==> src/hw/tcmo_map.svh <==
// Purpose: register offsets, field positions and reset values of the timer compare block
// Assumes: 32-bit classic Wishbone slave, word-aligned registers
// Notes:   definitions only
`ifndef TCMO_MAP_SVH
`define TCMO_MAP_SVH

// ****************************************
// register byte offsets
// ****************************************
`define TCMO_OFF_CTRL      5'h00
`define TCMO_OFF_COUNT     5'h04
`define TCMO_OFF_COMPARE   5'h08
`define TCMO_OFF_STATUS    5'h0c
`define TCMO_OFF_PORT      5'h10

// ****************************************
// field positions
// ****************************************
`define TCMO_CTRL_WMODE_LSB  0
`define TCMO_CTRL_COM_LSB    4
`define TCMO_CTRL_FORCE_BIT  8
`define TCMO_STAT_OVF_BIT    0
`define TCMO_STAT_MATCH_BIT  1
`define TCMO_STAT_OCS_BIT    2
`define TCMO_PORT_VAL_BIT    0
`define TCMO_PORT_DIR_BIT    1
`define TCMO_PORT_PIN_BIT    2

// ****************************************
// waveform and compare mode codes and reset values
// ****************************************
`define TCMO_WM_NORMAL     2'h0
`define TCMO_WM_PHASE      2'h1
`define TCMO_WM_CTC        2'h2
`define TCMO_WM_FAST       2'h3
`define TCMO_COM_NONE      2'h0
`define TCMO_COM_TOGGLE    2'h1
`define TCMO_COM_CLEAR     2'h2
`define TCMO_COM_SET       2'h3
`define TCMO_RST_WMODE     2'h0
`define TCMO_RST_COM       2'h0
`define TCMO_RST_OCS       1'b0

`endif

==> src/hw/tcmo_pkg.sv <==
// Purpose: shared types of the timer compare block
// Assumes: codes of these types are given in tcmo_map.svh
// Notes:   none
package tcmo_pkg;
    typedef logic [1:0] tcmo_wmode_t;
    typedef logic [1:0] tcmo_com_t;
endpackage : tcmo_pkg

==> src/hw/tcmo_compare_out.sv <==
// Purpose: compare output state register and its per-mode actions
// Assumes: match_i and bottom_i are single-cycle events on timer ticks
// Notes:   state is never touched by a mode change, only by match, bottom or force
`timescale 1ns/1ps
`include "tcmo_map.svh"

module tcmo_compare_out
    import tcmo_pkg::*;
(
    input  wire logic        clk_i,
    input  wire logic        rst_i,
    input  wire tcmo_wmode_t wmode_i,
    input  wire tcmo_com_t   com_i,
    input  wire logic        up_i,
    input  wire logic        match_i,
    input  wire logic        bottom_i,
    input  wire logic        force_i,
    output logic             state_o
);

    logic ocs_r;
    logic ocs_nxt;
    logic non_pwm;

    // ****************************************
    // next state
    // ****************************************
    always_comb begin
        // no mode change touches the state, only match, bottom or force
        ocs_nxt = ocs_r;
        non_pwm = (wmode_i == `TCMO_WM_NORMAL) || (wmode_i == `TCMO_WM_CTC);
        if (non_pwm) begin
            if (match_i || force_i) begin
                case (com_i)
                    `TCMO_COM_TOGGLE: ocs_nxt = ~ocs_r;
                    `TCMO_COM_CLEAR:  ocs_nxt = 1'b0;
                    `TCMO_COM_SET:    ocs_nxt = 1'b1;
                    default:          ocs_nxt = ocs_r;
                endcase
            end
        end else if (com_i[1]) begin
            // com 2 non-inverted, com 3 inverted; com 1 reserved in pwm, no action
            if (wmode_i == `TCMO_WM_FAST) begin
                if (match_i) begin
                    ocs_nxt = com_i[0];
                end else if (bottom_i) begin
                    ocs_nxt = ~com_i[0];
                end
            end else if (match_i) begin
                ocs_nxt = up_i ? com_i[0] : ~com_i[0];
            end
        end
    end

    always_ff @(posedge clk_i) begin
        if (rst_i) begin
            ocs_r <= `TCMO_RST_OCS;
        end else begin
            ocs_r <= ocs_nxt;
        end
    end

    assign state_o = ocs_r;
endmodule : tcmo_compare_out

==> src/hw/tcmo_timer.sv <==
// Purpose: 8-bit timer with compare output unit, normal, clear-on-match and pwm counting
// Assumes: timer_tick_i is a one-cycle enable from an outside prescaler
// Notes:   registers over classic Wishbone, one cycle to ack
//
// Decided for this implementation: the Wishbone register port and the placing of the registers.
`timescale 1ns/1ps
`include "tcmo_map.svh"

// Function
// - nonzero compare mode makes compare state replace port value on the pin
// - pin direction always follows the direction bit, override or not
// - pin override ignores which waveform mode is selected
// - compare state is its own register, settable before pin is output
// - compare state updates on actions regardless of the pin level
// - compare mode zero leaves compare state unchanged at a match
// - new compare mode acts from the first match after the write
// - force strobe in non-pwm modes applies the compare action at once
// - counting depends on waveform mode only, never on compare mode
// - non-pwm set/clear/toggle on match; pwm chooses inverted or not
// - mode zero always counts up, no clear on match, wraps to zero
// - overflow flag sets as counter becomes zero; counting never clears it
// - overflow flag clears when the overflow interrupt is serviced
// - software may write the counter at any time in normal mode
// - matches are still detected in normal mode
// - mode two clears the counter on match, compare value is top
// - compare state kept across waveform mode changes
module tcmo_timer
    import tcmo_pkg::*;
#(
    parameter int CNT_W = 8
) (
    input  wire logic        clk_i,
    input  wire logic        rst_i,
    input  wire logic        wb_cyc_i,
    input  wire logic        wb_stb_i,
    input  wire logic        wb_we_i,
    input  wire logic [4:0]  wb_adr_i,
    input  wire logic [3:0]  wb_sel_i,
    input  wire logic [31:0] wb_dat_i,
    output logic [31:0]      wb_dat_o,
    output logic             wb_ack_o,
    input  wire logic        timer_tick_i,
    input  wire logic        ovf_service_i,
    input  wire logic        match_service_i,
    output logic             overflow_flag_o,
    output logic             match_flag_o,
    input  wire logic        pin_i,
    output logic             pin_o,
    output logic             pin_oe_o
);

    localparam logic [CNT_W-1:0] CNT_MAX = {CNT_W{1'b1}};
    localparam logic [CNT_W-1:0] CNT_ZERO = '0;
    localparam logic [CNT_W-1:0] CNT_ONE = {{(CNT_W-1){1'b0}}, 1'b1};

    // ****************************************
    // state
    // ****************************************
    tcmo_wmode_t      waveform_mode_r;
    tcmo_wmode_t      waveform_mode_nxt;
    tcmo_com_t        compare_output_mode_r;
    tcmo_com_t        compare_output_mode_nxt;
    logic [CNT_W-1:0] counter_value_r;
    logic [CNT_W-1:0] counter_value_nxt;
    logic [CNT_W-1:0] compare_value_r;
    logic [CNT_W-1:0] compare_value_nxt;
    logic             up_r;
    logic             up_nxt;
    logic             overflow_flag_r;
    logic             overflow_flag_nxt;
    logic             match_flag_r;
    logic             match_flag_nxt;
    logic             port_val_r;
    logic             port_val_nxt;
    logic             pin_dir_r;
    logic             pin_dir_nxt;
    logic             ack_r;
    logic             ack_nxt;
    logic [31:0]      dat_r;
    logic [31:0]      dat_nxt;

    // ****************************************
    // decode and events
    // ****************************************
    logic             req;
    logic             wr;
    logic             wr_ctrl;
    logic             wr_count;
    logic             wr_compare;
    logic             wr_status;
    logic             wr_port;
    logic             force_strobe;
    logic             match;
    logic             bottom;
    logic             ovf_set;
    logic             compare_output_state;

    always_comb begin
        req          = wb_cyc_i && wb_stb_i;
        // a write lands on the edge where ack is seen high
        wr           = req && wb_we_i && ack_r;
        wr_ctrl      = wr && wb_sel_i[0] && ({wb_adr_i[4:2], 2'b00} == `TCMO_OFF_CTRL);
        wr_count     = wr && wb_sel_i[0] && ({wb_adr_i[4:2], 2'b00} == `TCMO_OFF_COUNT);
        wr_compare   = wr && wb_sel_i[0] && ({wb_adr_i[4:2], 2'b00} == `TCMO_OFF_COMPARE);
        wr_status    = wr && wb_sel_i[0] && ({wb_adr_i[4:2], 2'b00} == `TCMO_OFF_STATUS);
        wr_port      = wr && wb_sel_i[0] && ({wb_adr_i[4:2], 2'b00} == `TCMO_OFF_PORT);
        force_strobe = wr && wb_sel_i[1] && ({wb_adr_i[4:2], 2'b00} == `TCMO_OFF_CTRL)
                       && wb_dat_i[`TCMO_CTRL_FORCE_BIT] && !waveform_mode_r[0];
        // a counter write blocks the compare in that cycle so it cannot glitch the output
        match        = timer_tick_i && !wr_count && (counter_value_r == compare_value_r);
        bottom       = timer_tick_i && !wr_count && (waveform_mode_r == `TCMO_WM_FAST)
                       && (counter_value_r == CNT_MAX);
    end

    // ****************************************
    // counter
    // ****************************************
    always_comb begin
        counter_value_nxt = counter_value_r;
        up_nxt            = up_r;
        ovf_set           = 1'b0;
        if (wr_count) begin
            counter_value_nxt = wb_dat_i[CNT_W-1:0];
        end else if (timer_tick_i) begin
            case (waveform_mode_r)
                `TCMO_WM_NORMAL: begin
                    counter_value_nxt = counter_value_r + CNT_ONE;
                    ovf_set           = (counter_value_r == CNT_MAX);
                end
                `TCMO_WM_CTC: begin
                    if (match) begin
                        counter_value_nxt = CNT_ZERO;
                    end else begin
                        counter_value_nxt = counter_value_r + CNT_ONE;
                        ovf_set           = (counter_value_r == CNT_MAX);
                    end
                end
                `TCMO_WM_FAST: begin
                    counter_value_nxt = counter_value_r + CNT_ONE;
                    ovf_set           = (counter_value_r == CNT_MAX);
                end
                `TCMO_WM_PHASE: begin
                    if (up_r) begin
                        if (counter_value_r == CNT_MAX) begin
                            counter_value_nxt = counter_value_r - CNT_ONE;
                            up_nxt            = 1'b0;
                        end else begin
                            counter_value_nxt = counter_value_r + CNT_ONE;
                        end
                    end else begin
                        if (counter_value_r == CNT_ZERO) begin
                            counter_value_nxt = CNT_ONE;
                            up_nxt            = 1'b1;
                        end else begin
                            counter_value_nxt = counter_value_r - CNT_ONE;
                            ovf_set           = (counter_value_r == CNT_ONE);
                        end
                    end
                end
                default: begin
                    counter_value_nxt = counter_value_r;
                end
            endcase
        end
        // leaving the dual-slope mode restarts upward
        if (waveform_mode_r != `TCMO_WM_PHASE) begin
            up_nxt = 1'b1;
        end
    end

    always_ff @(posedge clk_i) begin
        if (rst_i) begin
            counter_value_r <= '0;
            up_r            <= 1'b1;
        end else begin
            counter_value_r <= counter_value_nxt;
            up_r            <= up_nxt;
        end
    end

    // ****************************************
    // registers and flags
    // ****************************************
    always_comb begin
        waveform_mode_nxt       = waveform_mode_r;
        compare_output_mode_nxt = compare_output_mode_r;
        compare_value_nxt       = compare_value_r;
        port_val_nxt            = port_val_r;
        pin_dir_nxt             = pin_dir_r;
        overflow_flag_nxt       = overflow_flag_r;
        match_flag_nxt          = match_flag_r;
        if (wr_ctrl) begin
            waveform_mode_nxt       = wb_dat_i[`TCMO_CTRL_WMODE_LSB +: 2];
            // not buffered: the new mode acts at the next match
            compare_output_mode_nxt = wb_dat_i[`TCMO_CTRL_COM_LSB +: 2];
        end
        if (wr_compare) begin
            compare_value_nxt = wb_dat_i[CNT_W-1:0];
        end
        if (wr_port) begin
            port_val_nxt = wb_dat_i[`TCMO_PORT_VAL_BIT];
            pin_dir_nxt  = wb_dat_i[`TCMO_PORT_DIR_BIT];
        end
        // clears first, so a same-cycle set wins
        if (ovf_service_i || (wr_status && wb_dat_i[`TCMO_STAT_OVF_BIT])) begin
            overflow_flag_nxt = 1'b0;
        end
        if (match_service_i || (wr_status && wb_dat_i[`TCMO_STAT_MATCH_BIT])) begin
            match_flag_nxt = 1'b0;
        end
        if (ovf_set) begin
            overflow_flag_nxt = 1'b1;
        end
        if (match) begin
            match_flag_nxt = 1'b1;
        end
    end

    always_ff @(posedge clk_i) begin
        if (rst_i) begin
            waveform_mode_r       <= `TCMO_RST_WMODE;
            compare_output_mode_r <= `TCMO_RST_COM;
            compare_value_r       <= '0;
            port_val_r            <= 1'b0;
            pin_dir_r             <= 1'b0;
            overflow_flag_r       <= 1'b0;
            match_flag_r          <= 1'b0;
        end else begin
            waveform_mode_r       <= waveform_mode_nxt;
            compare_output_mode_r <= compare_output_mode_nxt;
            compare_value_r       <= compare_value_nxt;
            port_val_r            <= port_val_nxt;
            pin_dir_r             <= pin_dir_nxt;
            overflow_flag_r       <= overflow_flag_nxt;
            match_flag_r          <= match_flag_nxt;
        end
    end

    // ****************************************
    // bus answer
    // ****************************************
    always_comb begin
        ack_nxt = req && !ack_r;
        dat_nxt = dat_r;
        if (req && !ack_r) begin
            dat_nxt = '0;
            case ({wb_adr_i[4:2], 2'b00})
                `TCMO_OFF_CTRL: begin
                    dat_nxt[`TCMO_CTRL_WMODE_LSB +: 2] = waveform_mode_r;
                    dat_nxt[`TCMO_CTRL_COM_LSB +: 2]   = compare_output_mode_r;
                end
                `TCMO_OFF_COUNT:   dat_nxt[CNT_W-1:0] = counter_value_r;
                `TCMO_OFF_COMPARE: dat_nxt[CNT_W-1:0] = compare_value_r;
                `TCMO_OFF_STATUS: begin
                    dat_nxt[`TCMO_STAT_OVF_BIT]   = overflow_flag_r;
                    dat_nxt[`TCMO_STAT_MATCH_BIT] = match_flag_r;
                    dat_nxt[`TCMO_STAT_OCS_BIT]   = compare_output_state;
                end
                `TCMO_OFF_PORT: begin
                    dat_nxt[`TCMO_PORT_VAL_BIT] = port_val_r;
                    dat_nxt[`TCMO_PORT_DIR_BIT] = pin_dir_r;
                    dat_nxt[`TCMO_PORT_PIN_BIT] = pin_i;
                end
                default: dat_nxt = '0;
            endcase
        end
    end

    always_ff @(posedge clk_i) begin
        if (rst_i) begin
            ack_r <= 1'b0;
            dat_r <= '0;
        end else begin
            ack_r <= ack_nxt;
            dat_r <= dat_nxt;
        end
    end

    // ****************************************
    // compare output unit and pin
    // ****************************************
    tcmo_compare_out u_cmp_out (
        .clk_i    (clk_i),
        .rst_i    (rst_i),
        .wmode_i  (waveform_mode_r),
        .com_i    (compare_output_mode_r),
        .up_i     (up_r),
        .match_i  (match),
        .bottom_i (bottom),
        .force_i  (force_strobe),
        .state_o  (compare_output_state)
    );

    always_comb begin
        // override chosen by compare mode alone, never by waveform mode
        pin_o    = (compare_output_mode_r != `TCMO_COM_NONE) ? compare_output_state : port_val_r;
        pin_oe_o = pin_dir_r;
    end

    assign wb_ack_o        = ack_r;
    assign wb_dat_o        = dat_r;
    assign overflow_flag_o = overflow_flag_r;
    assign match_flag_o    = match_flag_r;
endmodule : tcmo_timer

==> config.mk <==
export PLATFORM = sky130hd
export DESIGN_NAME = tcmo_timer
export DESIGN_NICKNAME = d
export VERILOG_FILES = /design/src/hw/tcmo_pkg.sv /design/src/hw/tcmo_compare_out.sv /design/src/hw/tcmo_timer.sv
export VERILOG_INCLUDE_DIRS = /design/src /design/src/hw
export SDC_FILE = /design/constraint.sdc
export NUM_CORES = 1
export LEC_CHECK = 0
export BUFFER_PORTS_ARGS = -buffer_cell sky130_fd_sc_hd__buf_2
export CORE_MARGIN = 3
export CORE_UTILIZATION = 45
export CTS_CLUSTER_SIZE = 24
export DETAILED_ROUTE_END_ITERATION = 16
export HOLD_SLACK_MARGIN = 0.02
export MAX_ROUTING_LAYER = met4
export PLACE_DENSITY_LB_ADDON = 0.05
export SYNTH_ARGS = -nofsm -noshare
export SYNTH_HDL_FRONTEND = slang
export SYNTH_SLANG_ARGS = --single-unit
==> constraint.sdc <==
create_clock -name clk_i -period 2.3 [get_ports clk_i]
set_input_delay 0.46 -clock clk_i [delete_from_list [all_inputs] [get_ports clk_i]]
set_output_delay 0.46 -clock clk_i [all_outputs]
set_load 0.03 [all_outputs]
; Word-level counts from Yosys, hierarchy flattened
; Cells that the tools add are included.
[totals]
in_bits = 50
reg_bits = 35
output_inout_bits = 37
word_cells = 109
[op_classes]
n_bitwise = 3
n_addsub = 2
n_reduce_logical = 41
eq_ne = 16
muxes = 35
[op_table]
columns = op, count
row1 = $mux W8, 6
row2 = $pmux W8 S3, 1
row3 = $mux W1, 21
row4 = $logic_and A1 B1 Y1, 20
row5 = $pmux W2 S5, 1
row6 = $reduce_bool A2 Y1, 5
row7 = $add A8 B1 Y8 const B, 1
row8 = $eq A2 B2 Y1 const B, 4
row9 = $eq A8 B1 Y1 const B, 1
row10 = $eq A8 B8 Y1, 1
row11 = $eq A8 B8 Y1 const B, 1
row12 = $logic_not A8 Y1, 1
row13 = $sub A8 B1 Y8 const B, 1
row14 = $eq A3 B2 Y1 const B, 2
row15 = $pmux W1 S3, 2
row16 = $pmux W2 S3, 1
row17 = $reduce_bool A3 Y1, 2
row18 = $reduce_and A5 Y1, 1
row19 = $eq A2 B1 Y1 const B, 2
row20 = $logic_or A1 B1 Y1, 4
row21 = $ne A4 B4 Y1 const B, 1
row22 = $pmux W1 S4, 1
row23 = $pmux W2 S2, 1
row24 = $reduce_or A2 Y1, 2
row25 = 10 further kinds, 14

; Longest topological paths before layout
[logic_depth]
word_depth = 14
mapped_depth = 8
ltp_nobuf = 7

; Modules after synthesis
; Synthesis repeated with hierarchy kept, for this count alone.
[hier_totals]
cells_unflattened = 318
hier_area_um2 = 2576.2
[modules_own_cells]
columns = mod, seq_area_each_um2, cells_each, n_inst, area_each_um2
row1 = tcmo_timer, 680.7, 305, 1, 2479.9
row2 = tcmo_compare_out, 20.0, 13, 1, 96.3

; Worst setup path after synthesis
; Ideal clock, no wire load.
[synth_path]
path_kind = reg-to-reg
startpoint = register ack_r, in the netlist wb_ack_o
endpoint = register compare_value_r[0]
required_time_ns = 2.172
setup_time_ns = 0.128
synth_period_minus_slack_ns = 1.829
arrival_time_ns = 1.702
n_path_buf = 1
slack_ns = 0.471
stages_incl_launch_ff = 7
cell_sequence = dfxtp_1 -> nand4_2 -> nor3b_2 -> and2_1 -> buf_4 -> mux2i_1 -> nor2_1
[synth_between]
elab_chain_len = 3
[synth_lines]
columns = item, line_no
row1 = from (decl), tcmo_timer.sv:77  ; logic ack_r;
row2 = from (signal assigned), tcmo_timer.sv:274  ; ack_r <= ack_nxt;
row3 = $logic_and A1 B1 Y1, tcmo_timer.sv:101  ; wr = req && wb_we_i && ack_r;
row4 = $logic_and A1 B1 Y1 (2 in a row), tcmo_timer.sv:104  ; wr_compare = wr && wb_sel_i[0] && ({wb_adr_i[4:2], 2'b00} == `TCMO_OFF_COMPARE);
row5 = to (signal assigned), tcmo_timer.sv:231  ; compare_value_r <= compare_value_nxt;
row6 = to (decl), tcmo_timer.sv:65  ; logic [CNT_W-1:0] compare_value_r;
; No other way between the ends.
; A chain may end at the register's enable or synchronous reset.

; Worst setup path in the final report
[layout_path]
startpoint = register waveform_mode_r[0]
endpoint = register u_cmp_out.ocs_r, in the netlist u_cmp_out.state_o
[layout_between]
elab_chain_len = 5
word_cells_on_any_way = 18
cone_classes = eq/ne: 4 / mux: 3 / reduce/logical: 11
[layout_lines]
columns = item, line_no
row1 = from (decl), tcmo_timer.sv:59  ; tcmo_wmode_t waveform_mode_r;
row2 = from (signal assigned), tcmo_timer.sv:221  ; waveform_mode_r <= `TCMO_RST_WMODE;
row3 = from (signal assigned), tcmo_timer.sv:229  ; waveform_mode_r <= waveform_mode_nxt;
row4 = $eq A2 B2 Y1 (no source line) / $logic_not A1 Y1 (equally long branches), -
row5 = "$logic_and A1 B1 Y1, on equally long branches", "tcmo_timer.sv:111, tcmo_timer.sv:107"
row6 = $logic_and A1 B1 Y1 / $logic_or A1 B1 Y1 (equally long branches), "tcmo_timer.sv:111, tcmo_compare_out.sv:33"
row7 = $reduce_bool A3 Y1 (no source line) / $ne A2 B2 Y1 (equally long branches), -
row8 = $reduce_and A5 Y1 (no source line), -
row9 = to (signal assigned), tcmo_compare_out.sv:57  ; ocs_r <= `TCMO_RST_OCS;
row10 = to (signal assigned), tcmo_compare_out.sv:59  ; ocs_r <= ocs_nxt;
row11 = to (decl), tcmo_compare_out.sv:21  ; logic ocs_r;
; Parallel ways exist; a longest one is shown, timed or not. The select of a mux whose other input is x is not followed.

==> reports/metrics.csv <==
stage,metric,value,unit
layout,syn2layout_area_growth,13.1,%
detailed_routing,vias_per_cell,5.74,
cts,postCtsSetupBuffers,0,
pwr,ir_worst_vdd,353,uV
floorplanning,coreArea,5960,um2
floorplanning,initial_core_util,0.467,
pwr,p_leak,0.00129,uW
detailed_routing,ant_nets,0,
synthesis,yosys_warnings,0,
detailed_routing,drt_iter0_markers,172,
global_route,gr-total-overflow,0,
layout,drive_gt1_frac,0.202,
synthesis,yosysTopAreaCell,dfxtp_1,
synthesis,synth_edf_count,0,
synthesis,ys_seq_elements,35,
job,max-cap-violations,0,
global_route,grt.total_usage,0.235,
pwr,p_total,1480,uW
setup_path,worstPathRequired,2.48,ns
sta,slew_headroom,0.659,
sta,worstMarginPinSlew,0.507,ns
sta,setup_viol_count_final,0,
global_route,grt_pass1_vias,2544,
sta,finalWorstSetupSlack,0.301,ns
run_status,status,completed,
detailed_routing,wl_per_cell,17.0,um
setup_path,path_cells,inv_1 > ha_1 > or4b_2 > a21oi_1 > a2111oi_0 > nand3b_1 > mux2i_1,
cts,post_cts_resized,0,
setup_path,crit_fanout,6,
setup_path,startpoint_type,flop,
cts,clockBufferDepth,2,
cts,clock_sinks,35,
global_route,grt_pass1_wl,13000,um
global_route,antenna_found_initial,0,
synthesis,synth-main-ff-cell,dfxtp_1,
detailed_routing,firstDrtPassIters,5,
placement,gp_congestion,0.918,
cts,cts_root_buf,clkbuf_8,
floorplanning,die-area,7160,um2
synthesis,syn_avg_cell_area,7.99,um2
setup_path,critPathArrivalTime,2.18,ns
sta,clock_skew,0.00633,ns
layout,nNetsFinal,449,
setup_path,crit_buf_inv,1,
synthesis,async_flop_share,0,
cts,hold_buffers,0,
floorplanning,fp-row-count,28,
placement,hpwl,6040,um
detailed_routing,vias,2682,
sta,fmax,0.500,GHz
synthesis,netlist_instances,348,
placement,io_buffer_count,35,
layout,n_antenna_cell,0,
sta,post-route-min-period,2.00,ns
floorplanning,die_h,84.6,um
synthesis,post-synth-top-count-cell,nor2_1,
pwr,power_density,470,nW/um2
placement,dp_slack,0.316,ns
sta,fin_crit_sh,0.869,
floorplanning,die_x,84.6,um
setup_path,endpoint_kind,flop,
synthesis,yosysUniqueCellTypes,68,
detailed_routing,drc,0,
synthesis,yosys-top-cells-area,"dfxtp_1 (25%), buf_4 (7.3%), mux2i_1 (6.8%), nor2_1 (5.0%), xnor2_1 (4.1%)",
sta,slew_violations,0,
sta,rsz0062_at_grt,no,
detailed_routing,wl,7930,um
setup_path,slowest_delay,0.68,ns
cts,cts_tree,built,
synthesis,netlist.area_leader.share,0.252,
setup_path,worstSetupPathType,reg2reg,
sta,finalSetupTns,0,ns
synthesis,synth_commonest_cells,"nor2_1 (37), dfxtp_1 (35), buf_4 (27)",
global_route,grt_max_degree,22,
synthesis,ys_seq_area_frac,0.252,
setup_path,critPathSlowestCell,or4b_2,
cts,path_clk_slew,0.08,ns
synthesis,netlist_area,2780,um2
worst_hold_path,hold_class,in2reg,
cts,clock_latency,0.29,ns
cts,htree_levels,2,
cts,numCtsBuffers,5,
setup_path,cp_top_family,simple AND/OR/NAND/NOR gates,
floorplanning,num_io_pins,87,
sta,finalHoldViolCount,0,
power breakdown:
part	switching, uW	total (uW)	internal [uW]
registers	12.5	627	615
clock network	250	573	323
logic	185	279	94.4
total	447	1480	1030
layer usage:
layer / up-vias / global-route usage / share of wire
met1: 1248 / 0.324 / 0.46
li1: 1302 / - / -
met3: 10 / 0.0451 / 0.070
met4: 0 / 0.0604 / 0.013
met5: - / - / 0
met2: 122 / 0.354 / 0.45
flip-flops by register name (all words and copies together) (netlist names):
signal,count
match_flag_o,1
waveform_mode_r,2
pin_oe_o,1
up_r,1
compare_value_r,8
wb_ack_o,1
counter_value_r,8
wb_dat_o,8
overflow_flag_o,1
u_cmp_out.state_o,1
compare_output_mode_r,2
port_val_r,1
cells in the final DEF, fill, tap and decap left out, types with 3 or more instances in the layout:
cell,instances
inv_1,14
nand4_1,7
nand2_1,18
a21oi_1,16
dfxtp_1,35
mux2i_1,19
o31a_1,3
nor3_1,11
nor2b_1,7
buf_2,35
conb_1,24
xor2_1,3
nand3b_1,4
ha_1,8
xnor2_1,13
a31oi_1,3
o211ai_1,5
o22ai_1,5
a211o_1,5
a22o_1,3
nand3_1,9
a22oi_1,8
clkbuf_8,5
nor2_1,37
o21ai_0,12
buf_4,24
or3_1,6
tightest hold or removal path, delay by kind of cell:
family | cells | cell delay [ns]
buffers and inverters | 1 | 0.10
multiplexers | 1 | 0.06
AND/OR/NAND/NOR | 1 | 0.07
logic make-up (layout without fill, tap and decap cells):
kind of cell             Yosys count  after routing  share of synthesized area
XOR/XNOR                          16             16                     0.0504
multiplexers                      21             21                     0.0765
flip-flops                        35             35                      0.252
AO/OA/AOI/OAI                     85             85                      0.220
other                              1             24                    0.00135
AND/OR/NAND/NOR                  122            122                      0.243
buffers and inverters             60             81                      0.121
adder cells (fa/ha/maj)            8              8                     0.0360
final cells by class:
class                   count  area, um2
flip-flops and latches     35        701
repair buffers             59        355
clock buffers               5       68.8
inverters                  14       52.6
clock inverters             3       43.8
multi-input cells         276       1830
fillers                   586       2810
well taps                  75       93.8
metrics by stage:
step / hold WS, ns / std cells / util / area, um2
after detailed placement: 0.450 / 459 / 0.509 / 3030
after global placement: 0.445 / 459 / 0.509 / 3030
after global routing: 0.446 / 467 / 0.528 / 3150
final: 0.434 / 467 / 0.528 / 3150
after CTS: 0.423 / 467 / 0.528 / 3150
after floorplan: 0.456 / 371 / - / 2870
path summary, 6_finish.rpt:
check / start / to / slack, ns / cells after the start
hold reg to reg: wb_dat_o[0] / wb_dat_o[0] / 0.46 / 2
setup / recovery: waveform_mode_r[0] / u_cmp_out.state_o / 0.30 / 7
hold / removal: wb_dat_i[2] / compare_value_r[2] / 0.43 / 3
setup reg to reg: waveform_mode_r[0] / u_cmp_out.state_o / 0.30 / 7
Note: power is estimated with default switching activity, not from simulation.
